$ cat src/verilog/dual_port_flag_pkg.sv
// shared constants and types for the dual-port ram and flag controller
package dual_port_flag_pkg;

	// ----------------------------------------------------------------
	// widths and flag space
	// ----------------------------------------------------------------
	localparam int ADDR_W = 12;
	localparam int DATA_W = 8;
	localparam int FLAG_COUNT = 8;
	localparam int FLAG_IDX_W = 3;
	localparam int FLAG_WRITE_BIT = 0;
	localparam int CNT_W = 4;

	// ----------------------------------------------------------------
	// timing, in ns and in 100 ns clock cycles
	// ----------------------------------------------------------------
	localparam int CLK_PERIOD_NS = 100;
	localparam int WRITE_PULSE_NS = 60;
	localparam int READ_ACCESS_NS = 70;
	localparam int SYNC_STAGES = 2;
	localparam int WRITE_PULSE_CYC = (WRITE_PULSE_NS + CLK_PERIOD_NS - 1) / CLK_PERIOD_NS;
	localparam int READ_ACCESS_CYC = (READ_ACCESS_NS + CLK_PERIOD_NS - 1) / CLK_PERIOD_NS;
	localparam int READ_WAIT_CYC = READ_ACCESS_CYC + SYNC_STAGES;

	// ----------------------------------------------------------------
	// data values and pin idle levels
	// ----------------------------------------------------------------
	localparam logic [DATA_W-1:0] FLAG_FREE_DATA = 8'hff;
	localparam logic [DATA_W-1:0] FLAG_TAKE_DATA = 8'h00;
	localparam logic [DATA_W-1:0] DATA_RESET = 8'h00;
	localparam logic [ADDR_W-1:0] ADDR_RESET = 12'h000;
	localparam logic [FLAG_IDX_W-1:0] FLAG_IDX_LAST = 3'h7;

	// ----------------------------------------------------------------
	// command port and pin bundle
	// ----------------------------------------------------------------
	typedef enum logic [2:0] {
		CMD_MEM_READ,
		CMD_MEM_WRITE,
		CMD_FLAG_ACQUIRE,
		CMD_FLAG_RELEASE,
		CMD_FLAG_READ
	} cmd_kind_t;

	typedef struct packed {
		cmd_kind_t kind;
		logic [ADDR_W-1:0] addr;
		logic [DATA_W-1:0] wdata;
	} cmd_t;

	typedef struct packed {
		logic [DATA_W-1:0] rdata;
		logic granted;
	} rsp_t;

	typedef struct packed {
		logic [ADDR_W-1:0] addr;
		logic mem_select_n;
		logic flag_select_n;
		logic rw;
		logic oe_n;
		logic [DATA_W-1:0] dout;
		logic dout_en;
	} pins_t;

	localparam pins_t PINS_IDLE = '{ADDR_RESET, 1'b1, 1'b1, 1'b1, 1'b1, DATA_RESET, 1'b0};

endpackage

$ cat src/verilog/dual_port_flag_ctrl.sv
// controller driving one port of a dual-port ram with hardware flags
// Operation
// RL1: device offers shared 4K x 8 memory
// RL2: only same-address write collisions conflict
// RL3: device has eight independent flag latches
// RL4: flag chosen by low three address bits
// RL5: flags active low; zero requests, one releases
// RL6: only data bit 0 written to flag
// RL7: free flag taken reads zero here only
// RL8: owner writing one frees the flag
// RL9: pending other-side request inherits freed token
// RL10: failed request latched, flag reads one
// RL11: flag read replicated on all bits
// RL12: flag read frozen while select and enable
// RL13: earliest requester wins, ties go arbitrarily
// RL14: spacing violation still settles to one side
// RL15: memory select high through flag write/read
// RL16: acquire by write zero, then read back
// RL17: after failure reread or write one
// RL18: write one to every flag at init
// RL19: both selects high puts port standby
// RL20: flag read drives flag onto data
// RL21: flag written on read/write rising edge
// RL22: memory read drives addressed word
// RL23: memory write stores data lines
// RL24: select condition held whole write interval
// RL25: never both selects low together
module dual_port_flag_ctrl (
	input wire logic clk_i,
	input wire logic reset_i,
	input wire logic cmd_valid_i,
	input dual_port_flag_pkg::cmd_t cmd_i,
	output logic cmd_ready_o,
	output logic done_o,
	output dual_port_flag_pkg::rsp_t rsp_o,
	output logic [dual_port_flag_pkg::ADDR_W-1:0] addr_o,
	output logic mem_select_n_o,
	output logic flag_select_n_o,
	output logic rw_o,
	output logic oe_n_o,
	output logic [dual_port_flag_pkg::DATA_W-1:0] data_o,
	output logic data_oe_o,
	input wire logic [dual_port_flag_pkg::DATA_W-1:0] data_i
);

	// ----------------------------------------------------------------
	// state
	// ----------------------------------------------------------------
	typedef enum logic [2:0] {
		ST_IDLE,
		ST_WR_SETUP,
		ST_WR_PULSE,
		ST_WR_HOLD,
		ST_RD_WAIT,
		ST_WITHDRAW
	} state_t;

	state_t state;
	state_t next_state;
	dual_port_flag_pkg::pins_t pins;
	dual_port_flag_pkg::pins_t next_pins;
	dual_port_flag_pkg::cmd_t cmd;
	dual_port_flag_pkg::cmd_t next_cmd;
	dual_port_flag_pkg::rsp_t rsp;
	dual_port_flag_pkg::rsp_t next_rsp;
	logic [dual_port_flag_pkg::CNT_W-1:0] cnt;
	logic [dual_port_flag_pkg::CNT_W-1:0] next_cnt;
	logic init_busy;
	logic next_init_busy;
	logic [dual_port_flag_pkg::FLAG_IDX_W-1:0] init_idx;
	logic [dual_port_flag_pkg::FLAG_IDX_W-1:0] next_init_idx;
	logic withdrawing;
	logic next_withdrawing;
	logic done;
	logic next_done;
	logic ready;
	logic next_ready;
	logic [dual_port_flag_pkg::DATA_W-1:0] data_sync;

	// ----------------------------------------------------------------
	// data pins pass two flops before use
	// ----------------------------------------------------------------
	pin_sync2 #(
		.WIDTH(dual_port_flag_pkg::DATA_W)
	) u_data_sync (
		.clk_i(clk_i),
		.reset_i(reset_i),
		.d_i(data_i),
		.q_o(data_sync)
	);

	// ----------------------------------------------------------------
	// pin setup for one access
	// ----------------------------------------------------------------
	function automatic dual_port_flag_pkg::pins_t start_access(
		input logic is_flag,
		input logic is_write,
		input logic [dual_port_flag_pkg::ADDR_W-1:0] addr,
		input logic [dual_port_flag_pkg::DATA_W-1:0] wdata
	);
		dual_port_flag_pkg::pins_t p;
		p = dual_port_flag_pkg::PINS_IDLE;
		if (is_flag) begin
			// only the index bits carry meaning; the rest held low
			p.addr = {{(dual_port_flag_pkg::ADDR_W - dual_port_flag_pkg::FLAG_IDX_W){1'b0}},
				addr[dual_port_flag_pkg::FLAG_IDX_W-1:0]}; // RL4
			p.flag_select_n = 1'b0; // RL15
		end else begin
			p.addr = addr; // RL1
			p.mem_select_n = 1'b0; // RL25
		end
		p.rw = 1'b1;
		p.oe_n = is_write;
		p.dout = wdata;
		p.dout_en = is_write;
		return p;
	endfunction

	// ----------------------------------------------------------------
	// sequencer next values
	// ----------------------------------------------------------------
	always_comb begin
		next_state = state;
		next_pins = pins;
		next_cmd = cmd;
		next_rsp = rsp;
		next_cnt = cnt;
		next_init_busy = init_busy;
		next_init_idx = init_idx;
		next_withdrawing = withdrawing;
		next_done = 1'b0;
		case (state)
			ST_IDLE: begin
				if (init_busy) begin
					// free every flag from this side after reset
					next_pins = start_access(1'b1, 1'b1,
						{{(dual_port_flag_pkg::ADDR_W - dual_port_flag_pkg::FLAG_IDX_W){1'b0}},
						init_idx}, dual_port_flag_pkg::FLAG_FREE_DATA); // RL18
					next_state = ST_WR_SETUP;
				end else if (cmd_valid_i && ready) begin
					next_cmd = cmd_i;
					next_withdrawing = 1'b0;
					case (cmd_i.kind)
						dual_port_flag_pkg::CMD_MEM_READ: begin
							next_pins = start_access(1'b0, 1'b0, cmd_i.addr, cmd_i.wdata); // RL22
						end
						dual_port_flag_pkg::CMD_MEM_WRITE: begin
							next_pins = start_access(1'b0, 1'b1, cmd_i.addr, cmd_i.wdata); // RL23
						end
						dual_port_flag_pkg::CMD_FLAG_ACQUIRE: begin
							// write zero first, never read first
							next_pins = start_access(1'b1, 1'b1, cmd_i.addr,
								dual_port_flag_pkg::FLAG_TAKE_DATA); // RL16 RL5
						end
						dual_port_flag_pkg::CMD_FLAG_RELEASE: begin
							next_pins = start_access(1'b1, 1'b1, cmd_i.addr,
								dual_port_flag_pkg::FLAG_FREE_DATA); // RL5 RL8
						end
						default: begin
							next_pins = start_access(1'b1, 1'b0, cmd_i.addr, cmd_i.wdata); // RL20
						end
					endcase
					if (cmd_i.kind == dual_port_flag_pkg::CMD_MEM_READ ||
						cmd_i.kind == dual_port_flag_pkg::CMD_FLAG_READ) begin
						next_cnt = dual_port_flag_pkg::CNT_W'(dual_port_flag_pkg::READ_WAIT_CYC - 1);
						next_state = ST_RD_WAIT;
					end else begin
						next_state = ST_WR_SETUP;
					end
				end
			end
			ST_WR_SETUP: begin
				// selects already stable; open the write strobe
				next_pins.rw = 1'b0; // RL24
				next_cnt = dual_port_flag_pkg::CNT_W'(dual_port_flag_pkg::WRITE_PULSE_CYC - 1);
				next_state = ST_WR_PULSE;
			end
			ST_WR_PULSE: begin
				if (cnt == '0) begin
					// rising read/write ends the write, data still held
					next_pins.rw = 1'b1; // RL21
					next_state = ST_WR_HOLD;
				end else begin
					next_cnt = cnt - 1'b1;
				end
			end
			ST_WR_HOLD: begin
				if (!init_busy && !withdrawing &&
					cmd.kind == dual_port_flag_pkg::CMD_FLAG_ACQUIRE) begin
					// read back with memory select still high
					next_pins.dout_en = 1'b0;
					next_pins.oe_n = 1'b0; // RL16 RL15
					next_cnt = dual_port_flag_pkg::CNT_W'(dual_port_flag_pkg::READ_WAIT_CYC - 1);
					next_state = ST_RD_WAIT;
				end else begin
					next_pins = dual_port_flag_pkg::PINS_IDLE; // RL19
					next_state = ST_IDLE;
					if (init_busy) begin
						if (init_idx == dual_port_flag_pkg::FLAG_IDX_LAST) begin
							next_init_busy = 1'b0;
						end else begin
							next_init_idx = init_idx + 1'b1;
						end
					end else begin
						next_done = 1'b1;
						if (!withdrawing) begin
							next_rsp.granted = 1'b0;
							next_rsp.rdata = dual_port_flag_pkg::DATA_RESET;
						end
					end
				end
			end
			ST_RD_WAIT: begin
				if (cnt == '0) begin
					// dropping selects and enable unfreezes the flag latch
					next_pins = dual_port_flag_pkg::PINS_IDLE; // RL12 RL19
					next_rsp.rdata = data_sync; // RL11
					next_rsp.granted = ~data_sync[dual_port_flag_pkg::FLAG_WRITE_BIT];
					if (cmd.kind == dual_port_flag_pkg::CMD_FLAG_ACQUIRE &&
						data_sync[dual_port_flag_pkg::FLAG_WRITE_BIT]) begin
						// lost: pull back the pending request
						next_state = ST_WITHDRAW; // RL17 RL10
					end else begin
						next_done = 1'b1;
						next_state = ST_IDLE;
					end
				end else begin
					next_cnt = cnt - 1'b1;
				end
			end
			ST_WITHDRAW: begin
				next_withdrawing = 1'b1;
				next_pins = start_access(1'b1, 1'b1, cmd.addr,
					dual_port_flag_pkg::FLAG_FREE_DATA); // RL17 RL9
				next_state = ST_WR_SETUP;
			end
			default: begin
				next_pins = dual_port_flag_pkg::PINS_IDLE;
				next_state = ST_IDLE;
			end
		endcase
		next_ready = (next_state == ST_IDLE) && !next_init_busy;
	end

	// ----------------------------------------------------------------
	// sequencer registers
	// ----------------------------------------------------------------
	always_ff @(posedge clk_i or posedge reset_i) begin
		if (reset_i) begin
			state <= ST_IDLE;
			pins <= dual_port_flag_pkg::PINS_IDLE;
			cmd <= '0;
			rsp <= '0;
			cnt <= '0;
			init_busy <= 1'b1;
			init_idx <= '0;
			withdrawing <= 1'b0;
			done <= 1'b0;
			ready <= 1'b0;
		end else begin
			state <= next_state;
			pins <= next_pins;
			cmd <= next_cmd;
			rsp <= next_rsp;
			cnt <= next_cnt;
			init_busy <= next_init_busy;
			init_idx <= next_init_idx;
			withdrawing <= next_withdrawing;
			done <= next_done;
			ready <= next_ready;
		end
	end

	// ----------------------------------------------------------------
	// outputs straight from registers
	// ----------------------------------------------------------------
	assign cmd_ready_o = ready;
	assign done_o = done;
	assign rsp_o = rsp;
	assign addr_o = pins.addr;
	assign mem_select_n_o = pins.mem_select_n;
	assign flag_select_n_o = pins.flag_select_n;
	assign rw_o = pins.rw;
	assign oe_n_o = pins.oe_n;
	assign data_o = pins.dout;
	assign data_oe_o = pins.dout_en;

endmodule

$ cat src/verilog/pin_sync2.sv
// two-flop synchroniser for pin inputs
module pin_sync2 #(
	parameter int WIDTH = 8
) (
	input wire logic clk_i,
	input wire logic reset_i,
	input wire logic [WIDTH-1:0] d_i,
	output logic [WIDTH-1:0] q_o
);

	// refuse a width the flops cannot hold
	if (WIDTH < 1) begin : g_width_check
		$error("pin_sync2: WIDTH must be at least 1");
	end

	logic [WIDTH-1:0] stage1;
	logic [WIDTH-1:0] stage2;

	// first stage feeds only the second
	always_ff @(posedge clk_i or posedge reset_i) begin
		if (reset_i) begin
			stage1 <= '0;
			stage2 <= '0;
		end else begin
			stage1 <= d_i;
			stage2 <= stage1;
		end
	end

	assign q_o = stage2;

endmodule

$ cat config.mk
export PLATFORM = sky130hd
export DESIGN_NAME = dual_port_flag_ctrl
export DESIGN_NICKNAME = d
export VERILOG_FILES = /design/src/verilog/dual_port_flag_pkg.sv /design/src/verilog/dual_port_flag_ctrl.sv /design/src/verilog/pin_sync2.sv
export SDC_FILE = /design/constraint.sdc
export NUM_CORES = 1
export LEC_CHECK = 0
export BUFFER_PORTS_ARGS = -buffer_cell sky130_fd_sc_hd__buf_2
export CAP_MARGIN = 20
export CORE_MARGIN = 2
export CORE_UTILIZATION = 45
export CTS_BUF_LIST = sky130_fd_sc_hd__clkbuf_4
export DETAILED_ROUTE_END_ITERATION = 12
export GPL_ROUTABILITY_DRIVEN = 0
export HOLD_SLACK_MARGIN = 0.12
export PLACE_DENSITY_LB_ADDON = 0.08
export SETUP_SLACK_MARGIN = 0.4
export SYNTH_ARGS = -nofsm -noshare
export SYNTH_HDL_FRONTEND = slang
export SYNTH_HIERARCHICAL = 1
export SYNTH_SLANG_ARGS = --single-unit
$ cat constraint.sdc
create_clock -name clk_i -period 3 [get_ports clk_i]
set_clock_uncertainty 0.15 [all_clocks]
set_input_delay 0 -clock clk_i [delete_from_list [all_inputs] [get_ports clk_i]]
set_output_delay 0 -clock clk_i [all_outputs]
set_load 0.02 [all_outputs]
# Yosys cells after proc, flatten, opt, wreduce, memory -nomap -nowiden
# Cells that the tools add are included.
# totals
regBits,70
in_bits,34
elab_cells,117
output_inout_bits,36
# classes
mux,42
n_bitwise,5
n_reduce_logical,26
eq_ne,22
n_addsub,2
# op_table
op,n
case mux 25 bit (4 select lines),1
two-way mux 25 bit,3
case mux 14 bit (5 select lines),1
case mux 10 bit (5 select lines),1
two-way mux 9 bit,4
two-way mux 3 bit,7
two-way mux 4 bit,5
"!= test 2 bit, second input constant",10
case mux 3 bit (6 select lines),1
case mux 9 bit (2 select lines),1
case mux 4 bit (4 select lines),1
"== test 3 x 2 -> 1 bit, second input constant",5
two-way mux 15 bit,1
"== test 3 bit, second input constant",4
two-way mux 1 bit,12
AND reduction 4 bit,3
zero test 3 bit,3
AND reduction 3 bit,3
two-way mux 8 bit,1
"== test 3 x 1 -> 1 bit, second input constant",2
AND reduction 6 bit,1
logical AND 1 bit,5
NOT 1 bit,5
case mux 1 bit (5 select lines),1
other kinds (11),16

# Depth between registers and ports, before layout
# logic_depth
depth_word,8
mapped_depth,8
ltp_nobuf,6

# Cells and area by module
# The synthesis kept the hierarchy.
# by_module_without_submodules
module,seq_area_each_um2,instances,area_each_um2,cells_each
dual_port_flag_ctrl,1357.6,1,2733.9,252
pin_sync2,400.4,1,404.1,17

# Least setup slack after synthesis
# Ideal clock, no wire load.
# synth_timing
kind,reg2reg
startpoint,register cnt[0] in the netlist's numbering
endpoint,"register pins, in the netlist addr_o[0]"
stages_incl_launch_ff,9
path_buffers,2
arrival_ps,1845
setup_time_ps,125
required_ps,2725
setup_slack_ps,880
synth_period_minus_slack_ps,2120
cell_sequence,dfrtp_1 > inv_1 > ha_1 > or3b_1 > buf_2 > a22oi_4 > o31ai_2 > buf_6 > mux2_4
# synth_between
elab_chain_len,3
# synth_lines
item,line,source
from (decl),dual_port_flag_ctrl.sv:66,logic [dual_port_flag_pkg::CNT_W-1:0] cnt;
from (signal assigned),dual_port_flag_ctrl.sv:265,cnt <= next_cnt;
zero test 4 bit,dual_port_flag_ctrl.sv:214,if (cnt == '0) begin
!= test 2 bit (no line),-,
AND reduction 4 bit (no line),-,
to (signal assigned),dual_port_flag_ctrl.sv:251,pins <= dual_port_flag_pkg::PINS_IDLE;
to (signal assigned),dual_port_flag_ctrl.sv:262,pins <= next_pins;
to (decl),dual_port_flag_ctrl.sv:60,dual_port_flag_pkg::pins_t pins;
# Every way passes these cells.
# A chain may end at the register's enable or synchronous reset.

# Worst setup path in the final report
# layout_timing
startpoint,register state[2]
endpoint,register cmd[22] in the netlist's numbering
# layout_between
elab_chain_len,2
# layout_lines
item,line,source
from (decl),dual_port_flag_ctrl.sv:58,state_t state;
from (signal assigned),dual_port_flag_ctrl.sv:261,state <= next_state;
zero test 3 bit,dual_port_flag_ctrl.sv:132,case (state)
AND reduction 3 bit (no line),-,
to (signal assigned),dual_port_flag_ctrl.sv:263,cmd <= next_cmd;
to (decl),dual_port_flag_ctrl.sv:62,dual_port_flag_pkg::cmd_t cmd;
# Every way passes these cells.

==> impl_metrics.env <==
export IMPL_status="complete, no violations"
export IMPL_crit_family="simple AND/OR/NAND/NOR gates"
export IMPL_h_tree_depth=3
export IMPL_setup_worst_path_end_class="flop"
export IMPL_leakagePower_nw=2.06
export IMPL_drive_above_1_share=0.297
export IMPL_cts_buffer_depth=2
export IMPL_die_h_um=87.5
export IMPL_syn_area_per_cell_um2=11.7
export IMPL_nFillCells=558
export IMPL_hold_violations=0
export IMPL_die_w_um=87.5
export IMPL_crit_chain="or4_1 > nor2_4 > inv_2 > o21ai_1 > dlygate4sd3_1"
export IMPL_synthFlopType="dfrtp_1"
export IMPL_grt_pass1_wl_mm=10.9
export IMPL_synth_edf_count=0
export IMPL_dieArea_um2=7660
export IMPL_max_freq_mhz=401
export IMPL_worst_slew_pin_slew_ns=0.680
export IMPL_antenna_cells=0
export IMPL_cpMaxStageDelayCell="or4_1"
export IMPL_final_max_slew_viol_count=0
export IMPL_drt_pass1_iterations=4
export IMPL_via_per_inst=5.05
export IMPL_min_period_ns=2.50
export IMPL_clk_latency_ns=0.43
export IMPL_wl_per_cell_um=14.3
export IMPL_p_per_area_nw_per_um2=865
export IMPL_drt_iter0_markers=95
export IMPL_numCtsBuffers=9
export IMPL_synth_seq_area_share=0.560
export IMPL_drtAntennaViolNets=0
export IMPL_syn_nets=306
export IMPL_cts_sink_count=70
export IMPL_cp_max_fo=18
export IMPL_syn_to_final_growth_pct=31.1
export IMPL_final_setup_viol_count=0
export IMPL_vias=2360
export IMPL_multiInputGateArea_um2=1220
export IMPL_tritoncts="done"
export IMPL_drc=0
export IMPL_syn_inst=269
export IMPL_setup_tns_ns=0
export IMPL_period_share=0.832
export IMPL_slowest_delay_ns=0.73
export IMPL_synth_cell_type_count=55
export IMPL_rsz0062_at_grt="true"
export IMPL_worst_ep_arrival_time_ns=2.71
export IMPL_async_flop_share=1.00
export IMPL_crit_path_start_kind="flop"
export IMPL_grt_usage=0.186
export IMPL_seqCellArea_um2=1760
export IMPL_yosysTopAreaCell="dfrtp_1"
export IMPL_antenna_found_initial=0
export IMPL_path_class="reg2reg"
export IMPL_ir_drop_uv=445
export IMPL_relSlewSlack=0.544
export IMPL_nets=419
export IMPL_cts_root_buf="clkbuf_4"
export IMPL_grt_overflow_total=0
export IMPL_syn_cell_area_um2=3140
export IMPL_fin_cells=467
export IMPL_routed_wl_mm=6.66
export IMPL_clk_pin_slew_ns=0.14
export IMPL_place_hpwl_mm=4.36
export IMPL_grt_max_degree=29
export IMPL_synth_seq_cells=70
export IMPL_cap_violations=0
export IMPL_ys_warn_count=6
export IMPL_required_ns=3.21
export IMPL_ios=70
export IMPL_placed_cells_incl_taps=408
export IMPL_first_global_vias=2305
export IMPL_io_buffers=69
export IMPL_synth_top_area_frac=0.518
export IMPL_hold_path_class="in2reg"
export IMPL_fp_coreArea_um2=6760
export IMPL_critical_path_buf_inv_count=2
export IMPL_row_count=30
export IMPL_synth_top_cells_by_area="dfrtp_1 (52%), mux2i_1 (4.8%), mux2_4 (4.3%)"
export IMPL_start_util=0.464
[metal layers]
metal	vias to the layer above	share of wire	track usage
met5	-	0	0
met4	0	0.016	0.0783
met3	11	0.043	0.0398
met2	59	0.45	0.294
met1	1124	0.49	0.248
li1	1166	-	-
[state kept, by name, indices dropped and copies added, names as in the netlist]
register / flops
addr_o: 12
init_busy: 1
cnt: 4
data_oe_o: 1
state: 3
oe_n_o: 1
flag_select_n_o: 1
rw_o: 1
mem_select_n_o: 1
cmd_ready_o: 1
withdrawing: 1
u_data_sync/q_o: 8
cmd: 6
rsp_o: 9
done_o: 1
init_idx: 3
u_data_sync/stage1: 8
data_o: 8
[synth_stat cells, types with 4 or more instances]
| cell type | instances |
|---|---|
| a21oi_1 | 14 |
| a22o_1 | 9 |
| buf_2 | 9 |
| dfrtp_1 | 65 |
| dfstp_2 | 5 |
| inv_1 | 24 |
| mux2_1 | 9 |
| mux2_4 | 9 |
| mux2i_1 | 15 |
| nand2_1 | 24 |
| nand2b_1 | 4 |
| nor2_1 | 7 |
| o21ai_0 | 5 |
| o21ai_1 | 6 |
[repair_timing]
| item | 4_1_cts | 5_1_grt |
|---|---|---|
| hold buffers | 43 | 0 |
| hold endpoints to repair | 110 | 0 |
| gates resized for setup | 0 | 1 |
| setup buffers | 0 | 0 |
| endpoints found under the setup margin | 0 | 1 |
[through the flow]
step                       util  instance area, um2  setup WS [ns]  hold slack (ns)  power [W]
after floorplan               -                3140          0.880           -0.236    0.00259
after detailed placement  0.526                3550          0.581          -0.0527    0.00297
final                     0.609                4120          0.504            0.188    0.00356
after global routing      0.609                4120          0.378            0.186    0.00382
after CTS                 0.608                4110          0.435            0.168    0.00361
after global placement    0.526                3550          0.630          -0.0517    0.00295
[cells in the final DEF, fill, tap and decap left out, types with 2 or more instances in the layout]
cell           instances
clkinvlp_4             2
a211oi_1               3
buf_4                  5
nor3b_1                3
inv_6                  3
dfstp_2                5
o21ai_0                5
buf_2                 69
nor2_1                 7
nand2_1               24
ha_1                   3
o21ai_1                6
mux2_2                 2
or4_1                  2
a32oi_1                2
o22ai_1                2
clkbuf_4               9
mux2_1                 9
xnor2_1                2
nor2b_1                3
inv_1                 23
a21oi_1               14
inv_2                  2
a22o_1                 9
a21o_1                 2
mux2_4                 9
nand2b_1               4
dfrtp_1               65
nor3_1                 3
mux2i_1               15
nand3_1                3
nor4_1                 3
o211ai_1               2
dlygate4sd3_1         43
[final cells by class]
| cell class | count | area share |
|---|---|---|
| multi-input cells | 159 | 0.297 |
| repair buffers | 117 | 0.198 |
| inverters | 25 | 0.0228 |
| clock inverters | 7 | 0.0149 |
| flip-flops and latches | 70 | 0.427 |
| well taps | 80 | 0.0243 |
| clock buffers | 9 | 0.0164 |
[power breakdown]
group	switching, W	total (W)	internal (W)
registers	0.000198	0.00141	0.00122
logic	0.000860	0.00159	0.000726
clock network	0.000376	0.000561	0.000185
total	0.00143	0.00356	0.00213
[path summary, 6_finish.rpt]
kind                                  startpoint                     to  slack, ns  cells past startpoint
setup / recovery                        state[2]                cmd[22]       0.50                      5
hold / removal                          cmd_i[9]                 cmd[9]       0.19                      3
setup reg to reg                        state[2]                cmd[22]       0.50                      5
hold reg to reg            u_data_sync/stage1[5]     u_data_sync/q_o[5]       0.21                      0
max in group asynchronous                reset_i        flag_select_n_o       1.18                      5
min in group asynchronous                reset_i  u_data_sync/stage1[6]       0.64                      4
[kinds of logic after synthesis]
group | synth area share
flops | 0.560
simple gates | 0.106
compound gates | 0.128
buf+inv | 0.0550
mux | 0.130
xor+xnor | 0.00837
fa+ha+maj | 0.0120
[worst register-to-register path, cell delays in order, from the launching register on]
cell and delay [ns]:
dfrtp_1 0.59, or4_1 0.73, nor2_4 0.24, inv_2 0.06, o21ai_1 0.12, dlygate4sd3_1 0.56
Note: power is estimated with default switching activity, not from simulation.
